<file path="src/shared/ubi_pkg.sv">
// constants for the bulk in endpoint 1 interrupt source register
package ubi_pkg;
  localparam logic [15:0] UBI_SRC_ADDR   = 16'hff29; // source register, read only
  localparam logic [15:0] UBI_CLR_ADDR   = 16'hff30; // companion clear register
  localparam logic [15:0] UBI_MASK_ADDR  = 16'hff31; // interrupt mask
  localparam logic [15:0] UBI_MAP_ADDR   = 16'hff32; // endpoint map setting
  localparam int          UBI_NAK_BIT    = 5;
  localparam int          UBI_TGL_BIT    = 4;
  localparam logic [7:0]  UBI_SRC_RESET  = 8'h00;
  localparam logic [7:0]  UBI_MASK_RESET = 8'h00;
  localparam logic [7:0]  UBI_USED_BITS  = 8'h30;
  localparam logic [7:0]  UBI_MAP_RESET  = 8'h00;
  localparam int          UBI_MAP_EP1    = 0;
endpackage

</file>
<file path="src/hdl/ubi_irq_source.sv">
// interrupt source register for bulk in endpoint 1 with clear, mask and interrupt line
//
// The strobed register port was left to the implementer.
`timescale 1ns/1ns
module ubi_irq_source
  import ubi_pkg::*;
(
  input  wire logic        ref_clk,
  input  wire logic        reset,
  input  wire logic [15:0] reg_addr,
  input  wire logic [7:0]  reg_wdata,
  input  wire logic        reg_wr,
  input  wire logic        reg_rd,
  output logic      [7:0]  reg_rdata,
  input  wire logic        in_nak_evt,
  input  wire logic        fifo_toggle_evt,
  input  wire logic        ep1_buf_write,
  input  wire logic        intf_ep1_enable_pin,
  output logic             usb_function_irq_line
);
  typedef struct packed {
    logic [7:0] src;
    logic [7:0] chg;
    logic [7:0] mask;
    logic [7:0] map;
    logic [7:0] rdata;
  } ubi_irq_source_s;
  ubi_irq_source_s st_r, st_nxt;

  logic intf_en;
  logic intf_rise;
  logic ep_valid;
  logic [7:0] set_v;
  logic [7:0] clr_v;

  // interface setting arrives from a pin
  ubi_sync #(.W(1)) u_sync (
    .ref_clk (ref_clk),
    .reset   (reset),
    .d       (intf_ep1_enable_pin),
    .q       (intf_en)
  );

  // enable edge detect, kept for observation of re-enable
  ubi_pulse u_pulse (
    .ref_clk (ref_clk),
    .reset   (reset),
    .lvl     (intf_en),
    .rise    (intf_rise)
  );

  assign ep_valid = intf_en & st_r.map[UBI_MAP_EP1];

  // next state of all registers
  always_comb begin
    st_nxt = st_r;
    set_v  = 8'h00;
    clr_v  = 8'h00;
    set_v[UBI_NAK_BIT] = in_nak_evt;
    set_v[UBI_TGL_BIT] = fifo_toggle_evt;
    clr_v[UBI_TGL_BIT] = ep1_buf_write;
    if (reg_wr && reg_addr == UBI_CLR_ADDR) begin
      clr_v = clr_v | (~reg_wdata & UBI_USED_BITS);
    end
    if (reg_wr && reg_addr == UBI_MASK_ADDR) begin
      st_nxt.mask = reg_wdata & UBI_USED_BITS;
    end
    if (reg_wr && reg_addr == UBI_MAP_ADDR) begin
      st_nxt.map = reg_wdata;
    end
    // a write to the source address has no effect
    if (!ep_valid) begin
      st_nxt.src = 8'h00;
    end else begin
      st_nxt.src = ((st_r.src & ~clr_v) | set_v) & UBI_USED_BITS; // set wins
    end
    // sticky change bits: any bit that rose raises the line unless masked
    st_nxt.chg = st_r.chg & st_nxt.src | (st_nxt.src & ~st_r.src);
    if (reg_wr && reg_addr == UBI_CLR_ADDR) begin
      st_nxt.chg = (st_r.chg & st_nxt.src & reg_wdata) | (st_nxt.src & ~st_r.src);
    end
    st_nxt.rdata = 8'h00;
    if (reg_rd) begin
      case (reg_addr)
        UBI_SRC_ADDR:  st_nxt.rdata = st_r.src;
        UBI_MASK_ADDR: st_nxt.rdata = st_r.mask;
        UBI_MAP_ADDR:  st_nxt.rdata = st_r.map;
        default:       st_nxt.rdata = 8'h00;
      endcase
    end
  end

  // register all state
  always_ff @(posedge ref_clk) begin
    if (reset) begin
      st_r.src   <= UBI_SRC_RESET;
      st_r.chg   <= 8'h00;
      st_r.mask  <= UBI_MASK_RESET;
      st_r.map   <= UBI_MAP_RESET;
      st_r.rdata <= 8'h00;
    end else begin
      st_r <= st_nxt;
    end
  end

  assign reg_rdata = st_r.rdata;
  assign usb_function_irq_line = |(st_r.chg & st_r.src & ~st_r.mask);

  // decoded register strobes shared by the checks below
  logic clr_wr;
  logic mask_wr;
  logic map_wr;
  logic src_rd;
  assign clr_wr  = reg_wr && (reg_addr == UBI_CLR_ADDR);
  assign mask_wr = reg_wr && (reg_addr == UBI_MASK_ADDR);
  assign map_wr  = reg_wr && (reg_addr == UBI_MAP_ADDR);
  assign src_rd  = reg_rd && (reg_addr == UBI_SRC_ADDR);
endmodule // ubi_irq_source

</file>
<file path="src/hdl/ubi_sync.sv">
// two flip-flop synchroniser for pin level inputs
`timescale 1ns/1ns
module ubi_sync
  import ubi_pkg::*;
#(
  parameter int W = 1
) (
  input  wire logic         ref_clk,
  input  wire logic         reset,
  input  wire logic [W-1:0] d,
  output logic      [W-1:0] q
);
  typedef struct packed {
    logic [W-1:0] s1;
    logic [W-1:0] s2;
  } ubi_sync_s;
  ubi_sync_s st_r, st_nxt;

  // first stage feeds only the second
  always_comb begin
    st_nxt    = st_r;
    st_nxt.s1 = d;
    st_nxt.s2 = st_r.s1;
  end

  // register stages
  always_ff @(posedge ref_clk) begin
    if (reset) begin
      st_r <= '0;
    end else begin
      st_r <= st_nxt;
    end
  end

  assign q = st_r.s2;
endmodule // ubi_sync

</file>
<file path="src/hdl/ubi_pulse.sv">
// rising edge detector turning a level into a one cycle event
`timescale 1ns/1ns
module ubi_pulse
  import ubi_pkg::*;
(
  input  wire logic ref_clk,
  input  wire logic reset,
  input  wire logic lvl,
  output logic      rise
);
  typedef struct packed {
    logic prev;
  } ubi_pulse_s;
  ubi_pulse_s st_r, st_nxt;

  // remember previous level
  always_comb begin
    st_nxt      = st_r;
    st_nxt.prev = lvl;
  end

  // register
  always_ff @(posedge ref_clk) begin
    if (reset) begin
      st_r <= '0;
    end else begin
      st_r <= st_nxt;
    end
  end

  assign rise = lvl & ~st_r.prev;
endmodule // ubi_pulse

</file>
<file path="config.mk">
export PLATFORM = sky130hd
export DESIGN_NAME = ubi_irq_source
export DESIGN_NICKNAME = d
export VERILOG_FILES = /design/src/shared/ubi_pkg.sv /design/src/hdl/ubi_irq_source.sv /design/src/hdl/ubi_sync.sv /design/src/hdl/ubi_pulse.sv
export SDC_FILE = /design/constraint.sdc
export NUM_CORES = 1
export LEC_CHECK = 0
export BUFFER_PORTS_ARGS = -buffer_cell sky130_fd_sc_hd__clkbuf_2
export CAP_MARGIN = 20
export CORE_UTILIZATION = 42
export DETAILED_ROUTE_END_ITERATION = 12
export GPL_TIMING_DRIVEN = 0
export PLACE_DENSITY = 0.79
export SYNTH_ARGS = -nofsm -noshare
export SYNTH_HDL_FRONTEND = slang
export SYNTH_SLANG_ARGS = --single-unit
</file>
<file path="constraint.sdc">
create_clock -name ref_clk -period 1 [get_ports ref_clk]
set_input_delay 0.05 -clock ref_clk [delete_from_list [all_inputs] [get_ports ref_clk]]
set_output_delay 0.05 -clock ref_clk [all_outputs]
set_load 0.005 [all_outputs]
</file>
==> metrics.md, run 1 <==
| Metric | Value |
|---|---|
| Maximum root-to-sink buffer count | 2 |
| Final standard cell count with taps included and fillers excluded | 210 |
| Full die area | 0.00273 mm² |
| Area post-placement | 0.00130 mm² |
| Actual slew at the worst max-slew pin | 0.437 ns |
| DR vias | 1,075 |
| Cell depth of the worst flop-to-flop path | 4 |
| DR iter-0 viols | 22 |
| Routed wirelength normalized by instance count | 11.4 µm |
| Sink Count | 24 |
| Remaining number of nets flagged by the antenna check after routing | 0 |
| Sequential cell area fraction in the yosys report | 45.3% |
| Top area cells in the synthesized netlist | dfxtp_1, o21ai_0, buf_4 |
| Skew-Pair Late Insertion Delay | 0.32 ns |
| Flop and latch count out of synthesis | 24 |
| Power Dens Cells | 1200 mW/mm² |
| Critical Path End Type | primary output |
| Most area-hungry cell type in the Yosys netlist | dfxtp_1 |
| Final worst setup slack | -0.0317 ns |
| Number of buffers inserted by port buffering | 40 |
| Overflow left after global routing | 0 |
| Critical Setup Path Class | register to primary output |
| Hold Vio Cnt, Final | 0 |
| Last weighted congestion value of the routability-driven placer | 0.894 |
| Fraction of the cycle the final worst path needs | 103% |
| Cell area after layout | 0.00152 mm² |
| Global-route wire length before repair | 4080 µm |
| Maximum vdd ir drop | 0.00123 V |
| Final #Nets | 215 |
| Via count of the first global-routing pass | 1,001 |
| Violated checks | setup timing |
| Sum of internal, switching and leakage power | 1830 µW |
| Final Max Tran Viols | 0 |
| Count of different cell masters after synthesis | 28 |
| Syn avg cell area | 8.70 µm² |
| Post-synth design cell area | 0.00106 mm² |
| Antenna Cells | 0 |
| DRC Markers | 0 |
| Post-placement cell count | 190 |
| Router iterations before antenna repair | 4 |
| Synth Net Count | 154 |
| Top Ports | 41 |
| Status | complete, but fails checks |
| Cells after Synth | 122 |
| Floorplan die width | 52.3 µm |
| Worst hold start | reg_wdata[5] |
| Fraction of final layout cells sized beyond drive strength 1 | 35.7% |
| Clock Skew | 0.00380 ns |
| Layout overhead on the synthesized area | 43.6% |
| CORE AREA | 0.00230 mm² |
| Number of warnings reported in the yosys synthesis log | 0 |
| Final design utilization | 66.3% |
| Fraction of synthesized cell area taken by the top area cell type | 45.3% |
| H-Tree Depth | 1 |
| Startpoint class of the critical path | register |
| Achievable Freq | 969 MHz |
| Crit path arrival time | 0.98 ns |
| Maximum capacitance violations | 0 |
| Clock period minus worst slack | 1.03 ns |
| Worst hold path type | primary input to register |
| WL final | 2400 µm |
| Setup slack on the worst flop-to-flop path | 0.11 ns |
| Capture point of the critical path | usb_function_irq_line |
| Number of antenna violations at the first check in global routing | 0 |
| RR Startpoint | st_r[36] |
| Static leakage power | 0.000654 µW |
| Largest net degree at the start of global routing | 15 |
| CTS Buf Count | 3 |
| Overall Global Routing Usage | 20.1% |
| Vias/cell | 5.12 |
| TritonCTS clock tree | yes |
| Launching element of the worst setup path | st_r[36] |
| Worst rel slew slack | 70.9% |
| Critical register-to-register path endpoint | st_r[36] |
| Setup Viol. Count Final | 1 |
| DP Wirelength | 1790 µm |
| Setup repair after global routing missed its margin | true |
| Worst Path Max Fanout | 2 |
| Starting density of the core | 46.2% |
| Clock-pin transition on the worst setup and hold timing paths | 0.13 ns |
| Die boundary height | 52.3 µm |
| Required time of the critical path | 0.95 ns |
| # rows | 17 |
| Number of inserted filler cells in the final layout | 215 |
| Root buf cell | clkbuf_4 |
per-layer routing:
metal | routed length, µm | GRT usage (%)
met2 | 1280 | 39.5
met1 | 970 | 20.9
met3 | 140 | 6.38
met5 | 0 | 0
met4 | 8 | 3.07
repair_timing:
action / CTS / global route
hold buffers: 14 / 0
resized for setup: 4 / 5
endpoints found under the hold margin: 13 / 0
endpoints found under the setup margin: 3 / 11
setup buffers: 2 / 0
sequential cells by signal, summed over array words and instances (netlist names):
register and flops:
u_sync.q 1, st_r 14, u_sync.st_nxt 1, reg_rdata 8
report_power, final:
| group | switching [µW] | internal [µW] |
|---|---|---|
| Combinational | 66.9 | 97.7 |
| Clock | 297 | 405 |
| Sequential | 0.637 | 960 |
| Total | 364 | 1460 |
Yosys cell counts:
cell and number:
o21ai_0 14, and2_1 9, and2b_1 2, and4_1 2
or3_1 1, buf_4 9, clkbuf_1 1, and4b_1 1
and3b_1 1, a21oi_1 11, nand2b_1 2, and4bb_2 1
a22oi_1 2, nor2_1 3, nand3b_1 3, o21ai_1 1
buf_2 2, dfxtp_1 24, nor2b_1 4, and3_1 1
nand2_1 7, nor4_1 1, nand4_2 1, a211oi_1 1
o22ai_1 3, nor3_1 1, nand4_1 3, nand3_1 11
cells by family after synthesis:
family / after synthesis / synth area share, %
DFF: 24 / 45.3
and+or+nand+nor: 54 / 30.9
AOI/OAI and AO/OA: 32 / 16.2
buffers and inverters: 12 / 7.66
cell type report:
type | instances | area (µm²) | share of cell area, %
clock buffers | 3 | 22.5 | 1.48
clock inverters | 1 | 30.0 | 1.97
repair buffers | 56 | 355 | 23.3
multi-input cells | 86 | 515 | 33.8
flip-flops and latches | 24 | 484 | 31.8
plain buffers | 12 | 81.3 | 5.34
well taps | 28 | 35.0 | 2.30
placed cells by master (no fill, tap or decap), drive strengths merged:
cell type / Yosys / layout
or3: 1 / 1
and4bb: 1 / 1
dfxtp: 24 / 24
buf: 11 / 14
and4b: 1 / 1
nand2: 7 / 7
o22ai: 3 / 3
nor2b: 4 / 4
and4: 2 / 2
and3: 1 / 1
and3b: 1 / 1
nand3b: 3 / 3
nand2b: 2 / 2
nor2: 3 / 3
nor3: 1 / 1
bufinv: 0 / 1
nor4: 1 / 1
o21ai: 15 / 15
a211oi: 1 / 1
clkbuf: 1 / 43
a22oi: 2 / 2
nand3: 11 / 11
and2b: 2 / 2
a21oi: 11 / 11
nand4: 4 / 4
and2: 9 / 9
dlygate4sd3: 0 / 14
worst max-delay path, stage by stage (launching register included):
cell	delay, ns
dfxtp_2	0.35
nand2_1	0.05
o22ai_1	0.14
buf_2	0.13
worst min-delay path by stage:
| stage | to | slack (ns) | cells after the start |
|---|---|---|---|
| floorplan | u_sync.q | 0.12 | 1 |
| global placement | u_sync.st_nxt[0] | 0.26 | 2 |
| detailed placement | u_sync.st_nxt[0] | 0.27 | 2 |
| CTS | st_r[29] | 0.07 | 3 |
| global route | st_r[37] | 0.07 | 3 |
| finish | st_r[29] | 0.06 | 3 |
per-stage QoR:
stage / worst slack, ns / hold slack, ns / TNS (ns)
floorplan: 0.0181 / 0.122 / 0
global placement: -0.246 / 0.260 / -3.01
detailed placement: -0.299 / 0.273 / -3.58
CTS: -0.0510 / 0.0659 / -0.0510
global route: -0.0954 / 0.0663 / -0.0954
finish: -0.0317 / 0.0633 / -0.0317
No activity file was read; power rests on OpenSTA's default activity.
==> run 2: changes to the inputs <==
--- a/config.mk
+++ b/config.mk
@@ -7,10 +7,13 @@
 export LEC_CHECK = 0
 export BUFFER_PORTS_ARGS = -buffer_cell sky130_fd_sc_hd__clkbuf_2
 export CAP_MARGIN = 20
-export CORE_UTILIZATION = 42
+export CORE_UTILIZATION = 45
+export CTS_BUF_LIST = sky130_fd_sc_hd__clkbuf_2
 export DETAILED_ROUTE_END_ITERATION = 12
 export GPL_TIMING_DRIVEN = 0
-export PLACE_DENSITY = 0.79
+export PLACE_DENSITY = 0.83
+export SLEW_MARGIN = 20
 export SYNTH_ARGS = -nofsm -noshare
 export SYNTH_HDL_FRONTEND = slang
+export SYNTH_HIERARCHICAL = 1
 export SYNTH_SLANG_ARGS = --single-unit
==> run 2 against run 1 <==
The flow still finishes with violations (setup timing). Wire length up 4.0%. Critical endpoint unchanged. Largest cell class unchanged. Via count down 4.8%. Synthesized area up 6.0%. Critical path type unchanged. Cell area up 5.0%. Highest routed layer unchanged. Combinational power up 18%. Count of clock-buffer cells in the layout unchanged. Hold slack worse by 0.036 ns.
==> metrics.md, run 2 <==
| Metric | Value |
|---|---|
| Status | complete, but fails checks |
| Violated checks | setup timing |
| Synth Area in Compound Gates | 14.1% |
| Cell types with the highest counts after synthesis | dfxtp_1, a21oi_1, buf_4, nand3_1, o21ai_1 |
| Post-synthesis adder-cell area fraction | 0% |
| # rows | 17 |
| Via count of the first global-routing pass | 1,002 |
| Multi-input gate area in the final layout | 627 µm² |
| Number of inserted filler cells in the final layout | 185 |
| Launching element of the worst setup path | st_r[36] |
| Most frequently used flop master after synthesis | dfxtp_1 |
| Overall Global Routing Usage | 19.5% |
| Leading cell types in the layout, fill and taps excluded | clkbuf_2, dfxtp_1, dlygate4sd3_1, a21oi_1, buf_6 |
| Number of buffers inserted by port buffering | 40 |
| Stages on worst setup path | 3 |
| Worst rel slew slack | 68.6% |
| CTS Buf Count | 3 |
| DR vias | 1,023 |
| Crit path arrival time | 1.05 ns |
| DR iter-0 viols | 8 |
| Count of different cell masters after synthesis | 31 |
| Achievable Freq | 907 MHz |
| Clock period minus worst slack | 1.10 ns |
| Critical Setup Path Class | register to primary output |
| Post-synth design cell area | 0.00112 mm² |
| Worst Path Max Fanout | 2 |
| Slowest CP cell | dfxtp_2 |
| Router iterations before antenna repair | 4 |
| Count of flip-flops with a built-in enable after synthesis | 0 |
| Top Ports | 41 |
| RR Startpoint | st_r[37] |
| Net Switching | 377 µW |
| Main combinational cell family by area after synthesis | simple AND/OR/NAND/NOR gates |
| Register area | 489 µm² |
| H-Tree Depth | 1 |
| Part of the power in registers | 62.9% |
| Static leakage power | 0.000680 µW |
| Maximum root-to-sink buffer count | 2 |
| Depth of the worst hold-timing path | 4 |
| Sum of internal, switching and leakage power | 1530 µW |
| Remaining number of nets flagged by the antenna check after routing | 0 |
| CP delay by family, top | flip-flops |
| Final #Nets | 200 |
| Required time of the critical path | 0.95 ns |
| Worst hold path type | primary input to register |
| Fraction of final layout cells sized beyond drive strength 1 | 45.5% |
| Global-route wire length before repair | 3890 µm |
| Actual slew at the worst max-slew pin | 0.468 ns |
| Cells after Synth | 115 |
| Largest net degree at the start of global routing | 14 |
| Hold Vio Cnt, Final | 0 |
| Layout overhead on the synthesized area | 42.3% |
| Floorplan die width | 52.0 µm |
| Fraction of synthesized cell area taken by the top area cell type | 42.7% |
| Vias/cell | 5.25 |
| Max FFs per register | 14 |
| Worst hold start | ep1_buf_write |
| Root buf cell | clkbuf_2 |
| Post-synthesis share of cell area spent on and, or, nand and nor gates | 33.4% |
| Internal power | 1150 µW |
| DP Wirelength | 1720 µm |
| WL final | 2490 µm |
| Top area cells in the synthesized netlist | dfxtp_1, nand4b_4, buf_4 |
| Most common library cell in the layout ignoring fill and taps | clkbuf_2 |
| Maximum capacitance violations | 0 |
| TritonCTS clock tree | yes |
| Routed wirelength normalized by instance count | 12.8 µm |
| Sink Count | 24 |
| Fraction of the cycle the final worst path needs | 110% |
| Setup slack on the worst flop-to-flop path | -0.03 ns |
| Number of antenna violations at the first check in global routing | 0 |
| Sequential cell area fraction in the yosys report | 42.7% |
| Clock Skew | 0.00386 ns |
| Combinational fraction of design power | 12.8% |
| Setup repair after global routing missed its margin | true |
| Die boundary height | 52.0 µm |
| Starting density of the core | 49.4% |
| Post-placement cell count | 183 |
| DRC Markers | 0 |
| Final Max Tran Viols | 0 |
| Cell depth of the worst flop-to-flop path | 4 |
| Share of power burned in the clock network | 24.4% |
| CORE AREA | 0.00228 mm² |
| Final worst setup slack | -0.102 ns |
| Overflow left after global routing | 0 |
| Antenna Cells | 0 |
| Full die area | 0.00270 mm² |
| Skew-Pair Late Insertion Delay | 0.34 ns |
| Critical Path End Type | primary output |
| Multiplexer share of the synthesized area | 1.78% |
| Setup TNS | -0.188 ns |
| Number of warnings reported in the yosys synthesis log | 6 |
| Power Dens Cells | 957 mW/mm² |
| Xor-xnor portion of the synthesized cell area | 0% |
| Final standard cell count with taps included and fillers excluded | 195 |
| Most instantiated library cell after synthesis | dfxtp_1 |
| Clock-pin transition on the worst setup and hold timing paths | 0.21 ns |
| Largest register by flop count | st_r |
| Startpoint class of the critical path | register |
| Syn avg cell area | 9.78 µm² |
| Flop and latch count out of synthesis | 24 |
| Buffer and inverter count on the worst path | 1 |
| Post-synthesis async set-or-reset flop share | 0% |
| Delay of the slowest critical-path stage | 0.39 ns |
| Most area-hungry cell type in the Yosys netlist | dfxtp_1 |
| Fraction of power spent switching nets | 24.6% |
| Last weighted congestion value of the routability-driven placer | 0.765 |
| Crit path cell chain | nand2_2 > o22ai_2 > buf_2 |
| Setup Viol. Count Final | 5 |
| Maximum vdd ir drop | 0.000798 V |
| Synth Net Count | 147 |
[run 2: cell type report]
type	instances	share of cell area, %
timing repair buffer	57	25.7
clock inverter	1	0.235
multi-input combinational	77	39.2
inverter	3	0.704
buffer	2	0.469
sequential	24	30.6
tap	28	2.19
clock buffer	3	0.938
[run 2: worst paths after layout]
| path | end |
|---|---|
| min | st_r[28] |
| min reg2reg | u_sync/q |
| max reg2reg | reg_rdata[5] |
| max | usb_function_irq_line |
[run 2: kinds of logic after synthesis]
logic type | count (synthesis)
simple gates | 49
compound gates | 26
flops | 24
buf+inv | 14
mux | 2
[run 2: worst register-to-register path, cell delays in order, from the launching register on]
cell	delay (ns)
dfxtp_2	0.38
buf_6	0.11
a22o_1	0.18
a32oi_1	0.22
nor2_1	0.08
[run 2: power groups by stage]
stage	Sequential, µW	Combinational, µW	Clock (µW)
final	963	195	373
after global routing	965	209	431
after CTS	963	183	385
after detailed placement	982	145	0
after global placement	982	141	0
after floorplan	981	55.3	0
[run 2: timing repair]
action / in CTS / in global routing
hold buffers: 12 / 0
setup buffers: 4 / 1
hold endpoints to repair: 15 / 0
pin swaps: 3 / 7
resized for setup: 7 / 25
setup endpoints to repair: 3 / 19
[run 2: through the flow]
stage	hold slack, ns	setup WS (ns)	util, %	area (µm²)
after floorplan	0.122	-0.224	-	1120
after global placement	0.261	-0.351	59.8	1360
after detailed placement	0.265	-0.392	59.8	1360
after CTS	0.00167	-0.132	67.6	1540
after global routing	0.0187	-0.185	70.3	1600
final	0.0276	-0.102	70.3	1600
[run 2: routing by layer]
metal  wire (µm)  share of wire [%]  track usage [%]  vias to the layer above
li1            -                  -                -                      513
met4          19               0.76             4.05                        0
met3         105                4.2             5.56                        4
met1         998                 40             19.7                      471
met5           0                  0                0                        -
met2        1370                 55             38.5                       35
==> run 3: changes to the inputs <==
--- a/config.mk
+++ b/config.mk
@@ -5,13 +5,14 @@
 export SDC_FILE = /design/constraint.sdc
 export NUM_CORES = 1
 export LEC_CHECK = 0
+export ABC_AREA = 1
 export BUFFER_PORTS_ARGS = -buffer_cell sky130_fd_sc_hd__clkbuf_2
-export CAP_MARGIN = 20
-export CORE_UTILIZATION = 45
+export CAP_MARGIN = 25
+export CORE_UTILIZATION = 46
 export CTS_BUF_LIST = sky130_fd_sc_hd__clkbuf_2
 export DETAILED_ROUTE_END_ITERATION = 12
 export GPL_TIMING_DRIVEN = 0
-export PLACE_DENSITY = 0.83
+export PLACE_DENSITY = 0.84
 export SLEW_MARGIN = 20
 export SYNTH_ARGS = -nofsm -noshare
 export SYNTH_HDL_FRONTEND = slang
==> run 3 against run 2 <==
The flow still finishes with violations (setup timing). Synthesized cell count is 46% higher. Die area stayed put. Cell area is 2.3% lower. First-iteration DRC count grew to 3.4 times the previous value. Via count is 12% higher. Synthesized area is 2.2% higher. Global-route usage is 0.34 points higher. Hold slack better by 0.046 ns. Largest power group unchanged. Count of clock-buffer cells in the layout stayed put. Sequential power hardly changed. Power is 3.4% lower. Clock power is 5% lower.
==> metrics.md, run 3 <==
| Metric | Value |
|---|---|
| Violated checks | setup timing |
| Critical Path End Type | primary output |
| Most instantiated library cell after synthesis | nor2_1 |
| Die boundary height | 52.0 µm |
| Root buf cell | clkbuf_2 |
| CTS Buf Count | 3 |
| Overflow left after global routing | 0 |
| Largest net degree at the start of global routing | 14 |
| Post-synth design cell area | 0.00115 mm² |
| Most common library cell in the layout ignoring fill and taps | clkbuf_2 |
| Sequential cell area fraction in the yosys report | 41.8% |
| Remaining number of nets flagged by the antenna check after routing | 0 |
| Startpoint class of the critical path | register |
| Clock-pin transition on the worst setup and hold timing paths | 0.20 ns |
| Routed wirelength normalized by instance count | 9.34 µm |
| Fraction of synthesized cell area taken by the top area cell type | 41.8% |
| Router iterations before antenna repair | 5 |
| Maximum root-to-sink buffer count | 2 |
| Full die area | 0.00270 mm² |
| Fraction of final layout cells sized beyond drive strength 1 | 32.5% |
| Top area cells in the synthesized netlist | dfxtp_1, nor2_1, nand2_1 |
| Count of different cell masters after synthesis | 18 |
| Number of antenna violations at the first check in global routing | 0 |
| Final worst setup slack | -0.0562 ns |
| Internal power | 1140 µW |
| Post-synthesis adder-cell area fraction | 0% |
| Final Max Tran Viols | 0 |
| Post-placement cell count | 236 |
| Most frequently used flop master after synthesis | dfxtp_1 |
| Sum of internal, switching and leakage power | 1480 µW |
| Setup Viol. Count Final | 2 |
| Largest register by flop count | st_r |
| Status | complete, but fails checks |
| Number of warnings reported in the yosys synthesis log | 6 |
| Crit path cell chain | inv_2 > nand3_2 > o21ai_1 > buf_2 |
| Power Dens Cells | 946 mW/mm² |
| Overall Global Routing Usage | 19.8% |
| Hold Vio Cnt, Final | 0 |
| Max FFs per register | 14 |
| Cells after Synth | 168 |
| Net Switching | 339 µW |
| Layout overhead on the synthesized area | 35.9% |
| Delay of the slowest critical-path stage | 0.37 ns |
| Actual slew at the worst max-slew pin | 0.222 ns |
| Static leakage power | 0.000837 µW |
| Synth Net Count | 200 |
| DRC Markers | 0 |
| Xor-xnor portion of the synthesized cell area | 0% |
| CORE AREA | 0.00228 mm² |
| Achievable Freq | 947 MHz |
| Synth Area in Compound Gates | 2.61% |
| Part of the power in registers | 65.1% |
| Flop and latch count out of synthesis | 24 |
| Clock Skew | 0.00116 ns |
| DR vias | 1,148 |
| Critical Setup Path Class | register to primary output |
| Post-synthesis share of cell area spent on and, or, nand and nor gates | 39.5% |
| Via count of the first global-routing pass | 1,090 |
| WL final | 2390 µm |
| Vias/cell | 4.48 |
| Final #Nets | 261 |
| Multiplexer share of the synthesized area | 0% |
| Fraction of the cycle the final worst path needs | 106% |
| Starting density of the core | 50.5% |
| Share of power burned in the clock network | 24.0% |
| TritonCTS clock tree | yes |
| Global-route wire length before repair | 4030 µm |
| Combinational fraction of design power | 10.9% |
| DR iter-0 viols | 27 |
| Final standard cell count with taps included and fillers excluded | 256 |
| H-Tree Depth | 1 |
| Worst slack after detailed placement | -0.192 ns |
| Sink Count | 24 |
| Worst rel slew slack | 85.2% |
| Last weighted congestion value of the routability-driven placer | 0.807 |
| Worst hold margin | 0.0736 ns |
| Antenna Cells | 0 |
| # rows | 17 |
| Crit path arrival time | 1.01 ns |
| DP Wirelength | 1700 µm |
| Main combinational cell family by area after synthesis | simple AND/OR/NAND/NOR gates |
| Worst Path Max Fanout | 2 |
| Leading cell types in the layout, fill and taps excluded | clkbuf_2, nor2_1, nand2_1, inv_1, dfxtp_1 |
| Maximum vdd ir drop | 0.000919 V |
| Clock period minus worst slack | 1.06 ns |
| Post-synthesis async set-or-reset flop share | 0% |
| Count of flip-flops with a built-in enable after synthesis | 0 |
| Most area-hungry cell type in the Yosys netlist | dfxtp_1 |
| Floorplan die width | 52.0 µm |
| Required time of the critical path | 0.95 ns |
| Maximum capacitance violations | 0 |
| Syn avg cell area | 6.84 µm² |
| Worst hold path type | primary input to register |
| Skew-Pair Late Insertion Delay | 0.32 ns |
| Cell types with the highest counts after synthesis | nor2_1, nand2_1, inv_1 |
| Number of buffers inserted by port buffering | 40 |
| Fraction of power spent switching nets | 22.9% |
| Slowest CP cell | dfxtp_2 |
| Setup repair after global routing missed its margin | true |
| Top Ports | 41 |
[run 3: cell types whose count changed after synthesis, sizes merged, moves of 6 or more]
| cell | delta |
|---|---|
| a21oi | -7 |
| and2 | -6 |
| nor2 | +39 |
| nand2 | +32 |
| inv | +26 |
[run 3: area by class of cell]
class                      count  area (µm²)
timing repair buffer          56         350
sequential                    24         484
inverter                      29         109
clock buffer                   3        15.0
clock inverter                 1        3.75
multi-input combinational    105         489
fill                         197         713
buffer                        10        76.3
tap                           28        35.0
[run 3: metal layers]
layer | vias to the layer above | share of wire, % | track usage [%]
met2 | 38 | 54 | 40.6
met1 | 489 | 39 | 19.2
met5 | - | 0 | 0
met3 | 4 | 5.4 | 4.09
met4 | 0 | 1.4 | 5.41
li1 | 617 | - | -
[run 3: cell families after synthesis]
logic type             Yosys count
DFF                             24
buffers and inverters           39
and+or+nand+nor                 99
AOI/OAI and AO/OA                6
[run 3: path summary, 6_finish.rpt]
kind / slack, ns / from / cells past startpoint / end
worst max register to register: -0.01 / st_r[20] / 7 / reg_rdata[4]
worst min register to register: 0.42 / u_sync/st_nxt[0] / 2 / u_sync/q
worst min-delay path: 0.07 / ep1_buf_write / 6 / st_r[36]
worst max-delay path: -0.06 / st_r[20] / 4 / usb_function_irq_line
[run 3: power by group through the flow]
stage / clock (µW) / combinational [µW] / sequential [µW]
detailed placement: 0 / 122 / 982
global placement: 0 / 120 / 982
finish: 355 / 161 / 963
global route: 399 / 179 / 964
CTS: 357 / 158 / 962
floorplan: 0 / 47.4 / 982
[run 3: per-stage QoR]
stage,area (µm²),util [%],setup TNS [ns]
5_1_grt,1560,68.7,-0.188
6_report,1560,68.7,-0.0641
3_5_place_dp,1390,60.9,-1.37
4_1_cts,1560,68.7,-0.0683
2_1_floorplan,1150,-,0
3_3_place_gp,1390,60.9,-1.12
[run 3: what timing repair did]
action / 4_1_cts / 5_1_grt
hold buffers: 12 / 0
endpoints found under the setup margin: 1 / 2
setup buffers: 4 / 0
pin swaps: 2 / 0
cloned: 0 / 0
resized for setup: 6 / 1
hold endpoints to repair: 14 / 0
[run 3: worst max-delay path: cells and delay by family, from the launching register on]
kind	cells	cell delay, ns
and+or+nand+nor	1	0.06
DFF	1	0.37
AOI/OAI and AO/OA	1	0.08
buffers and inverters	2	0.19
